[config.mk]
export PLATFORM = sky130hd
export DESIGN_NAME = ieb_top
export DESIGN_NICKNAME = d
export VERILOG_FILES = /design/src/verilog/ieb_pkg.sv /design/src/verilog/ieb_rst_sync.sv /design/src/verilog/ieb_flag_bits.sv /design/src/verilog/ieb_top.sv
export SDC_FILE = /design/constraint.sdc
export NUM_CORES = 1
export LEC_CHECK = 0
export BUFFER_PORTS_ARGS = -buffer_cell sky130_fd_sc_hd__buf_2
export CORE_MARGIN = 5
export CORE_UTILIZATION = 54
export CTS_BUF_LIST = sky130_fd_sc_hd__clkbuf_8
export CTS_CLUSTER_DIAMETER = 80
export DETAILED_ROUTE_END_ITERATION = 12
export PLACE_DENSITY = 0.83
export SLEW_MARGIN = 40
export SYNTH_ARGS = -nofsm -noshare
export SYNTH_HDL_FRONTEND = slang
export SYNTH_SLANG_ARGS = --single-unit
[constraint.sdc]
create_clock -name mclk -period 5.65 [get_ports mclk]
set_input_delay 0 -clock mclk [delete_from_list [all_inputs] [get_ports mclk]]
set_output_delay 0 -clock mclk [all_outputs]
set_load 0.02 [all_outputs]
[src/verilog/ieb_pkg.sv]
// Package: register map, field positions and bus types for the enable/pending block
//Contract
//- Disable register bit n clears enable of interrupt 32+n (interrupts 32..63).
//- Writing one to a disable bit clears that enable; zero leaves it unchanged.
//- Reading the disable register returns current enable state, one meaning enabled.
//- Set-pending register bit n maps straight to interrupt n (interrupts 0..31).
//- Writing one to a set-pending bit makes that interrupt pending; zero does nothing.
//- A set-pending one is ignored when already pending or disabled.
//- Reading the set-pending register returns current pending state, one meaning pending.
//- Writing one to a clear-pending bit clears that interrupt's pending state.
//- Writing one to a set-enable bit enables the interrupt; zero has no effect.
package ieb_pkg;

	localparam int NUM_IRQ   = 64;
	localparam int HALF      = 32;
	localparam int ADDR_W    = 6;
	localparam int DATA_W    = 32;

	// Register byte offsets
	localparam logic [ADDR_W-1:0] OFS_EN_SET_LO   = 6'h00;
	localparam logic [ADDR_W-1:0] OFS_EN_SET_HI   = 6'h04;
	localparam logic [ADDR_W-1:0] OFS_EN_CLR_LO   = 6'h08;
	localparam logic [ADDR_W-1:0] OFS_DISABLE_UP  = 6'h0C;
	localparam logic [ADDR_W-1:0] OFS_PEND_SET_LO = 6'h10;
	localparam logic [ADDR_W-1:0] OFS_PEND_SET_HI = 6'h14;
	localparam logic [ADDR_W-1:0] OFS_PEND_CLR_LO = 6'h18;
	localparam logic [ADDR_W-1:0] OFS_PEND_CLR_HI = 6'h1C;
	localparam logic [ADDR_W-1:0] OFS_EVT_STATUS  = 6'h20;
	localparam logic [ADDR_W-1:0] OFS_EVT_MASK    = 6'h24;

	// Event status fields
	localparam int EVT_W          = 2;
	localparam int EVT_SET_IGNORE = 0;
	localparam int EVT_NEW_PEND   = 1;

	// Values after reset
	localparam logic [NUM_IRQ-1:0] RST_ENABLE  = 64'h0000_0000_0000_0000;
	localparam logic [NUM_IRQ-1:0] RST_PENDING = 64'h0000_0000_0000_0000;
	localparam logic [EVT_W-1:0]   RST_EVT     = 2'h0;
	localparam logic [DATA_W-1:0]  RD_UNMAPPED = 32'h0000_0000;

	typedef struct packed {
		logic [ADDR_W-1:0] addr;
		logic [DATA_W-1:0] wdata;
		logic              wr;
		logic              rd;
	} ieb_bus_t;

endpackage : ieb_pkg

[src/verilog/ieb_rst_sync.sv]
// Two-flop release synchroniser for the active-low reset
`timescale 1ns/100ps
module ieb_rst_sync (
	input  wire logic mclk,
	input  wire logic nrst,
	output logic      rst_n
);
	import ieb_pkg::*;

	logic meta_q;
	logic hold_q;

	// Assert at once, release only after two edges
	always_ff @(posedge mclk or negedge nrst) begin
		if (!nrst) begin
			meta_q <= 1'b0;
			hold_q <= 1'b0;
		end else begin
			meta_q <= 1'b1;
			hold_q <= meta_q;
		end
	end

	assign rst_n = hold_q;

endmodule : ieb_rst_sync

[src/verilog/ieb_flag_bits.sv]
// Vector of sticky flags; per bit a set beats a clear in the same cycle
`timescale 1ns/100ps
module ieb_flag_bits #(
	parameter int               WIDTH = 32,
	parameter logic [WIDTH-1:0] RST   = '0
) (
	input  wire logic             mclk,
	input  wire logic             rst_n,
	input  wire logic [WIDTH-1:0] set,
	input  wire logic [WIDTH-1:0] clr,
	output logic      [WIDTH-1:0] q
);
	import ieb_pkg::*;

	logic [WIDTH-1:0] flag_q;
	logic [WIDTH-1:0] flag_d;

	for (genvar i = 0; i < WIDTH; i++) begin : g_bit
		assign flag_d[i] = set[i] | (flag_q[i] & ~clr[i]);
	end

	always_ff @(posedge mclk or negedge rst_n) begin
		if (!rst_n) begin
			flag_q <= RST;
		end else begin
			flag_q <= flag_d;
		end
	end

	assign q = flag_q;

endmodule : ieb_flag_bits

[src/verilog/ieb_top.sv]
// Enable and pending state for 64 interrupt sources with register port
//
// The register addresses and strobed register access were chosen for this implementation.
`timescale 1ns/100ps
module ieb_top (
	// Clock and reset
	input  wire logic                         mclk,
	input  wire logic                         nrst,
	// Register port
	input  wire ieb_pkg::ieb_bus_t            bus,
	output logic      [ieb_pkg::DATA_W-1:0]   rdata,
	// Peripheral request lines
	input  wire logic [ieb_pkg::NUM_IRQ-1:0]  irq_req,
	// State toward priority logic
	output logic      [ieb_pkg::NUM_IRQ-1:0]  enable_state,
	output logic      [ieb_pkg::NUM_IRQ-1:0]  pending_state,
	// Event interrupt
	output logic                              irq
);
	import ieb_pkg::*;

	logic                 rst_n;
	logic [NUM_IRQ-1:0]   en_q;
	logic [NUM_IRQ-1:0]   pend_q;
	logic [EVT_W-1:0]     evt_q;
	logic [EVT_W-1:0]     mask_q;
	logic [EVT_W-1:0]     mask_d;
	logic [DATA_W-1:0]    rdata_q;
	logic [DATA_W-1:0]    rdata_d;

	ieb_rst_sync u_rst (
		.mclk  (mclk),
		.nrst  (nrst),
		.rst_n (rst_n)
	);

	// Address decode
	wire w_en_set_lo   = bus.wr && (bus.addr == OFS_EN_SET_LO);
	wire w_en_set_hi   = bus.wr && (bus.addr == OFS_EN_SET_HI);
	wire w_en_clr_lo   = bus.wr && (bus.addr == OFS_EN_CLR_LO);
	wire w_disable_up  = bus.wr && (bus.addr == OFS_DISABLE_UP);
	wire w_pend_set_lo = bus.wr && (bus.addr == OFS_PEND_SET_LO);
	wire w_pend_set_hi = bus.wr && (bus.addr == OFS_PEND_SET_HI);
	wire w_pend_clr_lo = bus.wr && (bus.addr == OFS_PEND_CLR_LO);
	wire w_pend_clr_hi = bus.wr && (bus.addr == OFS_PEND_CLR_HI);
	wire w_evt_status  = bus.wr && (bus.addr == OFS_EVT_STATUS);
	wire w_evt_mask    = bus.wr && (bus.addr == OFS_EVT_MASK);

	// Mapped words sit on a 4-byte grid from zero up to the mask register
	wire adr_mapped = (bus.addr <= OFS_EVT_MASK) && (bus.addr[1:0] == 2'h0);

	wire [DATA_W-1:0] wmask = bus.wdata;
	wire [DATA_W-1:0] zero  = '0;

	// Enable vector: set-enable writes and clear-enable writes
	wire [NUM_IRQ-1:0] en_set = {w_en_set_hi ? wmask : zero,
		w_en_set_lo ? wmask : zero};
	wire [NUM_IRQ-1:0] en_clr = {w_disable_up ? wmask : zero,
		w_en_clr_lo ? wmask : zero};

	ieb_flag_bits #(
		.WIDTH (NUM_IRQ),
		.RST   (RST_ENABLE)
	) u_enable (
		.mclk  (mclk),
		.rst_n (rst_n),
		.set   (en_set),
		.clr   (en_clr),
		.q     (en_q)
	);

	// Pending vector; a request or set only lands on an enabled line
	wire [NUM_IRQ-1:0] sw_pend = {w_pend_set_hi ? wmask : zero,
		w_pend_set_lo ? wmask : zero};
	wire [NUM_IRQ-1:0] pend_set = (sw_pend | irq_req) & en_q & ~pend_q;
	wire [NUM_IRQ-1:0] pend_clr = {w_pend_clr_hi ? wmask : zero,
		w_pend_clr_lo ? wmask : zero};

	// A clear beats the request of a pending line; a held request re-pends it next cycle
	ieb_flag_bits #(
		.WIDTH (NUM_IRQ),
		.RST   (RST_PENDING)
	) u_pending (
		.mclk  (mclk),
		.rst_n (rst_n),
		.set   (pend_set),
		.clr   (pend_clr),
		.q     (pend_q)
	);

	// Events: software set ignored on a disabled, not yet pending line, and any newly pending line
	wire ign_set = |(sw_pend & ~en_q & ~pend_q);
	wire new_pend = |pend_set;
	wire [EVT_W-1:0] evt_set = {new_pend, ign_set};
	wire [EVT_W-1:0] evt_clr = w_evt_status ? bus.wdata[EVT_W-1:0] : '0;

	ieb_flag_bits #(
		.WIDTH (EVT_W),
		.RST   (RST_EVT)
	) u_events (
		.mclk  (mclk),
		.rst_n (rst_n),
		.set   (evt_set),
		.clr   (evt_clr),
		.q     (evt_q)
	);

	assign mask_d = w_evt_mask ? bus.wdata[EVT_W-1:0] : mask_q;

	always_ff @(posedge mclk or negedge rst_n) begin
		if (!rst_n) begin
			mask_q <= RST_EVT;
		end else begin
			mask_q <= mask_d;
		end
	end

	// Read mux; set and clear registers of a half both show its state
	wire [DATA_W-1:0] en_lo   = en_q[HALF-1:0];
	wire [DATA_W-1:0] en_hi   = en_q[NUM_IRQ-1:HALF];
	wire [DATA_W-1:0] pend_lo = pend_q[HALF-1:0];
	wire [DATA_W-1:0] pend_hi = pend_q[NUM_IRQ-1:HALF];

	always_comb begin
		unique case (bus.addr)
			OFS_EN_SET_LO, OFS_EN_CLR_LO: rdata_d = en_lo;
			OFS_EN_SET_HI, OFS_DISABLE_UP: rdata_d = en_hi;
			OFS_PEND_SET_LO, OFS_PEND_CLR_LO: rdata_d = pend_lo;
			OFS_PEND_SET_HI, OFS_PEND_CLR_HI: rdata_d = pend_hi;
			OFS_EVT_STATUS: rdata_d = {{(DATA_W-EVT_W){1'b0}}, evt_q};
			OFS_EVT_MASK: rdata_d = {{(DATA_W-EVT_W){1'b0}}, mask_q};
			default: rdata_d = RD_UNMAPPED;
		endcase
	end

	// Read data held only in the cycle after the strobe
	always_ff @(posedge mclk or negedge rst_n) begin
		if (!rst_n) begin
			rdata_q <= RD_UNMAPPED;
		end else begin
			rdata_q <= bus.rd ? rdata_d : RD_UNMAPPED;
		end
	end

	assign rdata         = rdata_q;
	assign enable_state  = en_q;
	assign pending_state = pend_q;
	assign irq           = |(evt_q & mask_q);

	// Checks beside the logic

	property p_dis_clears;
		@(posedge mclk) disable iff (!rst_n)
		w_disable_up |=> (en_q[NUM_IRQ-1:HALF] & $past(bus.wdata)) == '0;
	endproperty
	a_dis_clears: assert property (p_dis_clears)
		else $error("disable write left an enable set");

	property p_dis_keeps;
		@(posedge mclk) disable iff (!rst_n)
		w_disable_up |=> (en_q[NUM_IRQ-1:HALF] & ~$past(bus.wdata))
			== ($past(en_hi) & ~$past(bus.wdata));
	endproperty
	a_dis_keeps: assert property (p_dis_keeps)
		else $error("disable write disturbed a zero bit");

	property p_dis_read;
		@(posedge mclk) disable iff (!rst_n)
		(bus.rd && bus.addr == OFS_DISABLE_UP) |=> rdata == $past(en_hi);
	endproperty
	a_dis_read: assert property (p_dis_read)
		else $error("disable read not the enable state");

	property p_pend_set;
		@(posedge mclk) disable iff (!rst_n)
		w_pend_set_lo |=> (($past(bus.wdata) & $past(en_lo)) & ~pend_q[HALF-1:0]) == '0;
	endproperty
	a_pend_set: assert property (p_pend_set)
		else $error("set-pending write did not pend");

	property p_pend_ignore;
		@(posedge mclk) disable iff (!rst_n)
		w_pend_set_lo |=> (pend_q[HALF-1:0] & ~$past(pend_lo) & ~$past(en_lo)) == '0;
	endproperty
	a_pend_ignore: assert property (p_pend_ignore)
		else $error("disabled line became pending");

	property p_pend_read;
		@(posedge mclk) disable iff (!rst_n)
		(bus.rd && bus.addr == OFS_PEND_SET_LO) |=> rdata == $past(pend_lo);
	endproperty
	a_pend_read: assert property (p_pend_read)
		else $error("set-pending read not the pending state");

	property p_pend_clr;
		@(posedge mclk) disable iff (!rst_n)
		w_pend_clr_lo |=>
			(pend_q[HALF-1:0] & $past(bus.wdata) & ~$past(irq_req[HALF-1:0])) == '0;
	endproperty
	a_pend_clr: assert property (p_pend_clr)
		else $error("clear-pending write left a line pending");

	property p_en_set;
		@(posedge mclk) disable iff (!rst_n)
		w_en_set_hi |=> ($past(bus.wdata) & ~en_q[NUM_IRQ-1:HALF]) == '0;
	endproperty
	a_en_set: assert property (p_en_set)
		else $error("set-enable write did not enable");

	property p_wr_then_rd;
		@(posedge mclk) disable iff (!rst_n)
		(w_disable_up ##1 (bus.rd && bus.addr == OFS_DISABLE_UP))
			|=> (rdata & $past(bus.wdata, 2)) == '0;
	endproperty
	a_wr_then_rd: assert property (p_wr_then_rd)
		else $error("read after disable shows stale enable");

	property p_rd_idle;
		@(posedge mclk) disable iff (!rst_n)
		!bus.rd |=> rdata == RD_UNMAPPED;
	endproperty
	a_rd_idle: assert property (p_rd_idle)
		else $error("read data outside the answer cycle");

	property p_clr_lo_clears;
		@(posedge mclk) disable iff (!rst_n)
		w_en_clr_lo |=> (en_q[HALF-1:0] & $past(bus.wdata)) == '0;
	endproperty
	a_clr_lo_clears: assert property (p_clr_lo_clears)
		else $error("clear-enable write left an enable set");

	property p_en_set_lo;
		@(posedge mclk) disable iff (!rst_n)
		w_en_set_lo |=> ($past(bus.wdata) & ~en_q[HALF-1:0]) == '0;
	endproperty
	a_en_set_lo: assert property (p_en_set_lo)
		else $error("set-enable write did not enable a low line");

	property p_en_set_keeps;
		@(posedge mclk) disable iff (!rst_n)
		w_en_set_hi |=> (en_q[NUM_IRQ-1:HALF] & ~$past(bus.wdata))
			== ($past(en_hi) & ~$past(bus.wdata));
	endproperty
	a_en_set_keeps: assert property (p_en_set_keeps)
		else $error("set-enable write disturbed a zero bit");

	property p_en_steady;
		@(posedge mclk) disable iff (!rst_n)
		!(w_en_set_lo || w_en_set_hi || w_en_clr_lo || w_disable_up)
			|=> en_q == $past(en_q);
	endproperty
	a_en_steady: assert property (p_en_steady)
		else $error("enable changed without an enable write");

	property p_dis_up_only;
		@(posedge mclk) disable iff (!rst_n)
		w_disable_up |=> en_q[HALF-1:0] == $past(en_lo);
	endproperty
	a_dis_up_only: assert property (p_dis_up_only)
		else $error("disable write touched a low line");

	property p_pend_set_hi;
		@(posedge mclk) disable iff (!rst_n)
		w_pend_set_hi |=> (($past(bus.wdata) & $past(en_hi)) & ~pend_q[NUM_IRQ-1:HALF]) == '0;
	endproperty
	a_pend_set_hi: assert property (p_pend_set_hi)
		else $error("upper set-pending write did not pend");

	property p_pend_ign_hi;
		@(posedge mclk) disable iff (!rst_n)
		w_pend_set_hi |=> (pend_q[NUM_IRQ-1:HALF] & ~$past(pend_hi) & ~$past(en_hi)) == '0;
	endproperty
	a_pend_ign_hi: assert property (p_pend_ign_hi)
		else $error("disabled upper line became pending");

	property p_pend_map;
		@(posedge mclk) disable iff (!rst_n)
		w_pend_set_lo |=> (pend_q[NUM_IRQ-1:HALF] & ~$past(pend_hi)
			& ~$past(irq_req[NUM_IRQ-1:HALF])) == '0;
	endproperty
	a_pend_map: assert property (p_pend_map)
		else $error("low set-pending write pended an upper line");

	property p_pend_gated;
		@(posedge mclk) disable iff (!rst_n)
		rst_n |=> (pend_q & ~$past(pend_q) & ~$past(en_q)) == '0;
	endproperty
	a_pend_gated: assert property (p_pend_gated)
		else $error("a disabled line became pending");

	property p_req_pends;
		@(posedge mclk) disable iff (!rst_n)
		rst_n |=>
			($past(irq_req) & $past(en_q) & ~$past(pend_q) & ~pend_q) == '0;
	endproperty
	a_req_pends: assert property (p_req_pends)
		else $error("enabled request did not pend");

	property p_pend_clr_hi;
		@(posedge mclk) disable iff (!rst_n)
		w_pend_clr_hi |=> (pend_q[NUM_IRQ-1:HALF] & $past(bus.wdata)
			& ~$past(irq_req[NUM_IRQ-1:HALF])) == '0;
	endproperty
	a_pend_clr_hi: assert property (p_pend_clr_hi)
		else $error("upper clear-pending write left a line pending");

	property p_pend_clr_keeps;
		@(posedge mclk) disable iff (!rst_n)
		w_pend_clr_lo |=> ($past(pend_lo) & ~$past(bus.wdata) & ~pend_q[HALF-1:0]) == '0;
	endproperty
	a_pend_clr_keeps: assert property (p_pend_clr_keeps)
		else $error("clear-pending write dropped a zero bit");

	property p_pend_rd_hi;
		@(posedge mclk) disable iff (!rst_n)
		(bus.rd && (bus.addr == OFS_PEND_SET_HI || bus.addr == OFS_PEND_CLR_HI))
			|=> rdata == $past(pend_hi);
	endproperty
	a_pend_rd_hi: assert property (p_pend_rd_hi)
		else $error("upper pending read not the pending state");

	property p_pend_wr_rd;
		@(posedge mclk) disable iff (!rst_n)
		(w_pend_set_lo ##1 (bus.rd && bus.addr == OFS_PEND_SET_LO))
			|=> (~rdata & $past(bus.wdata, 2) & $past(en_lo, 2)) == '0;
	endproperty
	a_pend_wr_rd: assert property (p_pend_wr_rd)
		else $error("read after set-pending shows stale state");

	property p_evt_ignored;
		@(posedge mclk) disable iff (!rst_n)
		(w_pend_set_lo && |(bus.wdata & ~en_lo & ~pend_lo)) |=> evt_q[EVT_SET_IGNORE];
	endproperty
	a_evt_ignored: assert property (p_evt_ignored)
		else $error("ignored set-pending not flagged");

	property p_evt_new;
		@(posedge mclk) disable iff (!rst_n)
		((pend_q & ~$past(pend_q)) != '0) |-> evt_q[EVT_NEW_PEND];
	endproperty
	a_evt_new: assert property (p_evt_new)
		else $error("new pending line not flagged");

	property p_mask_wr;
		@(posedge mclk) disable iff (!rst_n)
		w_evt_mask |=> mask_q == $past(bus.wdata[EVT_W-1:0]);
	endproperty
	a_mask_wr: assert property (p_mask_wr)
		else $error("mask write did not land");

	property p_rd_unmapped;
		@(posedge mclk) disable iff (!rst_n)
		(bus.rd && !adr_mapped) |=> rdata == RD_UNMAPPED;
	endproperty
	a_rd_unmapped: assert property (p_rd_unmapped)
		else $error("unmapped read returned data");

endmodule : ieb_top

Word-level counts from Yosys, hierarchy flattened
Cells that the tools add are included.

Add/sub/neg operators: 0. Multipliers: 0. Divide/modulo/power cells: 0. Order comparisons: 0. Equal/unequal tests: 9. Shift operators: 0. Mux-type cells: 11. Bitwise logic cells: 398. Reduce and logical (&&, ||, !) cells: 18.

Operators with widths (number): $mux W32 (9); $and A64 B64 Y64 (4); $pmux W32 S6 (1); $and A1 B1 Y1 (130); $not A1 Y1 (130); $or A1 B1 Y1 (130); $not A64 Y64 (2); $reduce_or A64 Y1 (2); $or A64 B64 Y64 (1); $eq A6 B5 Y1 const B (4); $eq A6 B4 Y1 const B (2); $eq A6 B6 Y1 const B (2); $logic_and A1 B1 Y1 (10); $reduce_or A2 Y1 (5); $eq A6 B3 Y1 const B (1); $logic_not A6 Y1 (1); $and A2 B2 Y2 (1); $mux W2 (1).

Register bits: 166. Bits in latches: 0. RAM bits: 0. Memory bits (read-only): 0. Bits of input ports: 106. Output and inout port bits: 161. Word-level logic and storage cells: 443. Memories: 0.

Logic depth before layout (Yosys ltp)
Depth in word-level cells: 8. Depth in mapped cells: 10. Mapped depth without buffers: 6.

Hierarchy
A second synthesis with hierarchy kept.

Cells, all modules: 1119. Area total of the unflattened synthesis: 9863.2 um^2.

By module, submodules not included: ieb_top (instances 1, cells an instance 726, area each 5092.4 um^2, sequential area each 850.8 um^2); ieb_flag_bits at u_enable ... (instances 2, cells an instance 192, area each 2322.2 um^2, sequential area each 1601.5 um^2); ieb_flag_bits at u_events (instances 1, cells an instance 6, area each 72.6 um^2, sequential area each 50.0 um^2); ieb_rst_sync (instances 1, cells an instance 3, area each 53.8 um^2, sequential area each 50.0 um^2).

Least setup slack after synthesis
No wires, ideal clock.

Kind: reg2reg. Start: register u_enable.flag_q[50], in the netlist u_enable.q[50]. End: register u_events.flag_q[1], in the netlist u_events.q[1]. Setup time: 139 ps. Arrival time: 2004 ps. Data required time: 5511 ps. Slack: 3508 ps. Stages on the path, launching flop included: 5. Path buffers: 0. Clock period less this slack: 2142 ps. Path through: dfrtp_1 nor3b_1 or4_1 or4b_1 or4_1.

Word-level cells in the longest chain between the ends: 4.

Ends and longest elaborated chain: start, declared (RTL line ieb_flag_bits.sv:15) `logic [WIDTH-1:0] flag_q;`; start signal, assigned (RTL line ieb_flag_bits.sv:26) `flag_q <= flag_d;`; $and A64 B64 Y64 (2 in series) (RTL line ieb_top.sv:75) `wire [NUM_IRQ-1:0] pend_set = (sw_pend | irq_req) & en_q & ~pend_q;`; $reduce_or A64 Y1 (RTL line ieb_top.sv:93) `wire new_pend = |pend_set;`; $or A1 B1 Y1 (RTL line ieb_flag_bits.sv:19) `assign flag_d[i] = set[i] | (flag_q[i] & ~clr[i]);`; via u_events.flag_d[1] (RTL line ieb_flag_bits.sv:16) `logic [WIDTH-1:0] flag_d;`; end signal, assigned (RTL line ieb_flag_bits.sv:26); end, declared (RTL line ieb_flag_bits.sv:15).

The timed path passes the listed nets, and every way through them passes these cells. A chain may end at the register's enable or synchronous reset.

Final worst setup path
Start: input bus[36] in the netlist's numbering. End: register u_pending.flag_q[36], in the netlist u_pending.q[36].

Word-level cells in the longest chain between the ends: 7. Elaborated cells on any way between the ends: 12. Classes of those cells: 2 x eq/ne; 2 x mux; 6 x bitwise; 2 x reduce/logical.

Ends and longest elaborated chain: start, declared (RTL line ieb_top.sv:10) `input wire ieb_pkg::ieb_bus_t bus,`; $eq A6 B5 Y1 (RTL line ieb_top.sv:43) `wire w_pend_set_hi = bus.wr && (bus.addr == OFS_PEND_SET_HI);`; $logic_and A1 B1 Y1 (RTL line ieb_top.sv:43); $mux W32 (RTL line ieb_top.sv:73) `wire [NUM_IRQ-1:0] sw_pend = {w_pend_set_hi ? wmask : zero,`; $or A64 B64 Y64 (RTL line ieb_top.sv:75); $and A64 B64 Y64 (2 in series) (RTL line ieb_top.sv:75); $or A1 B1 Y1 * (RTL line ieb_flag_bits.sv:19); via u_pending.flag_d[36] (RTL line ieb_flag_bits.sv:16); end signal, assigned (RTL line ieb_flag_bits.sv:26); end, declared (RTL line ieb_flag_bits.sv:15).

The timed path passes the listed nets; every way through them passes the cells marked *.

==> results.cfg <==
[sta]
timing.slew.headroom_pct = 39.1
layout_min_cycle_time_ns = 2.64
final.hold.worst_slack_ns = 0.0261
finalSetupViolCount = 0
hold_violations = 0
fin_tns_setup_ns = 0
layout_worst_path_cycle_share_pct = 46.8
rsz0062_at_grt = false
timing_max_transition_violations_final = 0
maxClockFrequency_ghz = 0.378
tightest_slew_ns = 0.891
fin_skew_ns = 0.0112

[cells_and_area]
layout_common_cells = 265 x sky130_fd_sc_hd__buf_2, 165 x sky130_fd_sc_hd__dfrtp_1, 135 x sky130_fd_sc_hd__nand2_1
nets = 1342
final.fill_count = 1188
area.growth.synth_to_final_pct = 31.5
final_layout_size_suffix_gt1_share_pct = 26.4
mostFrequentLayoutCell = sky130_fd_sc_hd__buf_2

[yosys]
synth-edff-count = 0
synth_fa_ha_area_share_pct = 0
synthesis.area_um2 = 8730
ys_ff_latch = 166
async_flop_share_pct = 100
yosys.cell_types.count = 41
muxShareOfSynthArea_pct = 0.516
synth.area.top_cells = sky130_fd_sc_hd__dfrtp_1 48%, sky130_fd_sc_hd__a22o_1 9.6%, sky130_fd_sc_hd__nand2_1 5.8%, sky130_fd_sc_hd__a31oi_1 5.1%, sky130_fd_sc_hd__nor2_1 4.8%
postSynth.topFlopCell = sky130_fd_sc_hd__dfrtp_1
synth_top_family_by_area = compound AO/OA/AOI/OAI gates
syn_nets = 1041
synthesis.instances = 935
synth-xor-area-share_pct = 0
synth_top_cell_by_area = sky130_fd_sc_hd__dfrtp_1
yosysTopAreaCellShare_pct = 47.6
synthesis.area_per_instance_um2 = 9.34
synth_seq_area_share_pct = 47.6
synth-simple-area-share_pct = 19.3
synth-compound-area-share_pct = 28.3
ys.warnings.count = 0

[clocking]
ctsHoldBuffers = 82
tritoncts = yes
clock_latency_ns = 0.46
clk_buf_depth = 2
total_clock_sinks = 166
tritoncts.num_buffers = 17
cts_root_buf = sky130_fd_sc_hd__clkbuf_8
ctsResizeCount = 0
clkTransAtPathRegs_ns = 0.08
h-tree-depth = 4
post_cts.repair.setup_buffers = 0

[pwr]
vdd_ir_drop_max_v = 0.000203
power_per_cell_area_nw_per_um2 = 369
p_leak_nw = 5.21

[routing]
drt-initial-drc-count = 1379
num_vias = 9801
wl_mm = 36.0
remaining_drc_errors = 4
drt_first_pass_iters = 12
vias_per_inst = 6.69
wire_per_inst_um = 24.6
postRouteAntennaNets = 0

[floorplanning]
die_x_um = 137
number_of_primary_i_o_pins = 267
core_area_um2 = 15900
placement_rows = 46
die_height_um = 137
initial_core_util_pct = 55.0
floorplan.die_area_um2 = 18800

[run_status]
status = finished, violations left
failed_checks = design-rule violations

[grt]
antenna_violations_before_repair = 2
grt_max_degree = 63
first_global_vias = 9140
groute.usage.overall_pct = 37.6
grt_pass1_wl_mm = 53.1
global_route.overflow_total = 0

[worst_setup_path]
critical_path.endpoint = u_pending.q[36]
worstSetupPathType = in -> reg
cp_data_arrival_time_ns = 3.04
rr_endpoint = u_events.q[1]
critPathCaptureType = flip-flop
crit_required_ns = 6.05
critical_path.max_fanout = 43
critical_path_startpoint = bus[36]
critPathLaunchType = input pin
crit-reg2reg-launch = u_pending.q[62]
ff2ff_setup_slack_ns = 3.17
r2r.worst_path.cells = 6

[hold_path]
hold_path_startpoint = irq_req[61]
hold_class = in -> reg

[job]
drv_cap = 0

[placement]
place.port_buffers = 266
gp_congestion = 0.954
detailed_place_hpwl_mm = 25.2
layer usage:
layer	part of all wire [%]	global-route usage (%)	wire [um]
met5	0.033	0	12
met4	5.4	19.5	1940
met3	13	9.45	4820
met2	46	58.9	16600
met1	35	48.1	12600
registers in the layout, summed over array words and instances (netlist names):
register	cells
u_rst.rst_n	1
u_enable.q	64
u_rst.meta_q	1
rdata	32
mask_q	2
u_events.q	2
u_pending.q	64
final cells by class:
type,instances,area (um^2),share of cell area (%)
multi-input cells,673,4280,37.3
repair buffers,365,2380,20.8
clock buffers,19,262,2.28
flip-flops and latches,166,4160,36.2
inverters,13,48.8,0.425
clock inverters,12,76.3,0.665
well taps,216,270,2.35
diodes,1,2.50,0.0218
where the power goes:
| group | switching (mW) | internal, mW |
|---|---|---|
| Clock | 0.419 | 0.355 |
| Combinational | 0.892 | 0.675 |
| Sequential | 0.438 | 1.45 |
per-stage QoR:
step           setup slack (ns)  area, um^2  total power [mW]  util (%)  cells
4_1_cts                    3.09       11500              4.17      72.1   1463
3_3_place_gp               2.63       10200              3.26      64.0   1345
3_5_place_dp               2.87       10300              3.30      64.8   1350
2_1_floorplan             0.682        8730              2.66         -    935
6_report                   3.01       11500              4.23      72.3   1465
5_1_grt                    2.92       11500              4.40      72.3   1464
Yosys cell counts, types with 2 or more instances:
| cell | number |
|---|---|
| sky130_fd_sc_hd__dfrtp_1 | 166 |
| sky130_fd_sc_hd__nand2_1 | 135 |
| sky130_fd_sc_hd__nor2_1 | 112 |
| sky130_fd_sc_hd__a22o_1 | 96 |
| sky130_fd_sc_hd__clkbuf_1 | 76 |
| sky130_fd_sc_hd__a31oi_1 | 71 |
| sky130_fd_sc_hd__nor3b_1 | 38 |
| sky130_fd_sc_hd__a21o_1 | 34 |
| sky130_fd_sc_hd__a22oi_1 | 32 |
| sky130_fd_sc_hd__a222oi_1 | 29 |
| sky130_fd_sc_hd__inv_1 | 13 |
| sky130_fd_sc_hd__nand2b_1 | 13 |
| sky130_fd_sc_hd__and3b_1 | 11 |
| sky130_fd_sc_hd__o2bb2ai_1 | 11 |
| sky130_fd_sc_hd__nor2b_1 | 9 |
| sky130_fd_sc_hd__nand4_1 | 8 |
| sky130_fd_sc_hd__nor4_1 | 8 |
| sky130_fd_sc_hd__o21ai_0 | 7 |
| sky130_fd_sc_hd__o31ai_1 | 7 |
| sky130_fd_sc_hd__a21oi_1 | 6 |
| sky130_fd_sc_hd__o32ai_1 | 6 |
| sky130_fd_sc_hd__a21bo_2 | 4 |
| sky130_fd_sc_hd__a221oi_1 | 4 |
| sky130_fd_sc_hd__buf_2 | 4 |
| sky130_fd_sc_hd__mux2_2 | 4 |
| sky130_fd_sc_hd__nand3_1 | 4 |
| sky130_fd_sc_hd__nand3b_1 | 4 |
| sky130_fd_sc_hd__or4_1 | 4 |
| sky130_fd_sc_hd__a2111oi_0 | 3 |
| sky130_fd_sc_hd__nor3_1 | 3 |
| sky130_fd_sc_hd__nor4b_1 | 2 |
| sky130_fd_sc_hd__o21a_1 | 2 |
cell families (layout without fill, tap and decap cells):
logic type | Yosys count | count (layout)
buffers and inverters | 96 | 409
AOI/OAI and AO/OA | 314 | 314
and+or+nand+nor | 354 | 354
DFF | 166 | 166
other | 1 | 2
muxes | 4 | 4
how the worst min path moves through the flow:
| stage | endpoint | depth (start not counted) |
|---|---|---|
| finish | u_pending.q[61] | 4 |
| global placement | u_rst.meta_q | 1 |
| floorplan | u_rst.meta_q | 0 |
| detailed placement | u_rst.meta_q | 1 |
| CTS | u_pending.q[61] | 4 |
| global route | u_pending.q[57] | 4 |
worst max-delay path: stages:
cell and delay, ns:
sky130_fd_sc_hd__buf_4 0.47, sky130_fd_sc_hd__nor4b_2 0.55, sky130_fd_sc_hd__buf_4 0.48, sky130_fd_sc_hd__a31oi_1 0.18, sky130_fd_sc_hd__dlygate4sd3_1 0.60, sky130_fd_sc_hd__o2bb2ai_1 0.16
sky130_fd_sc_hd__dlygate4sd3_1 0.57
(Power assumes the default switching activity.)
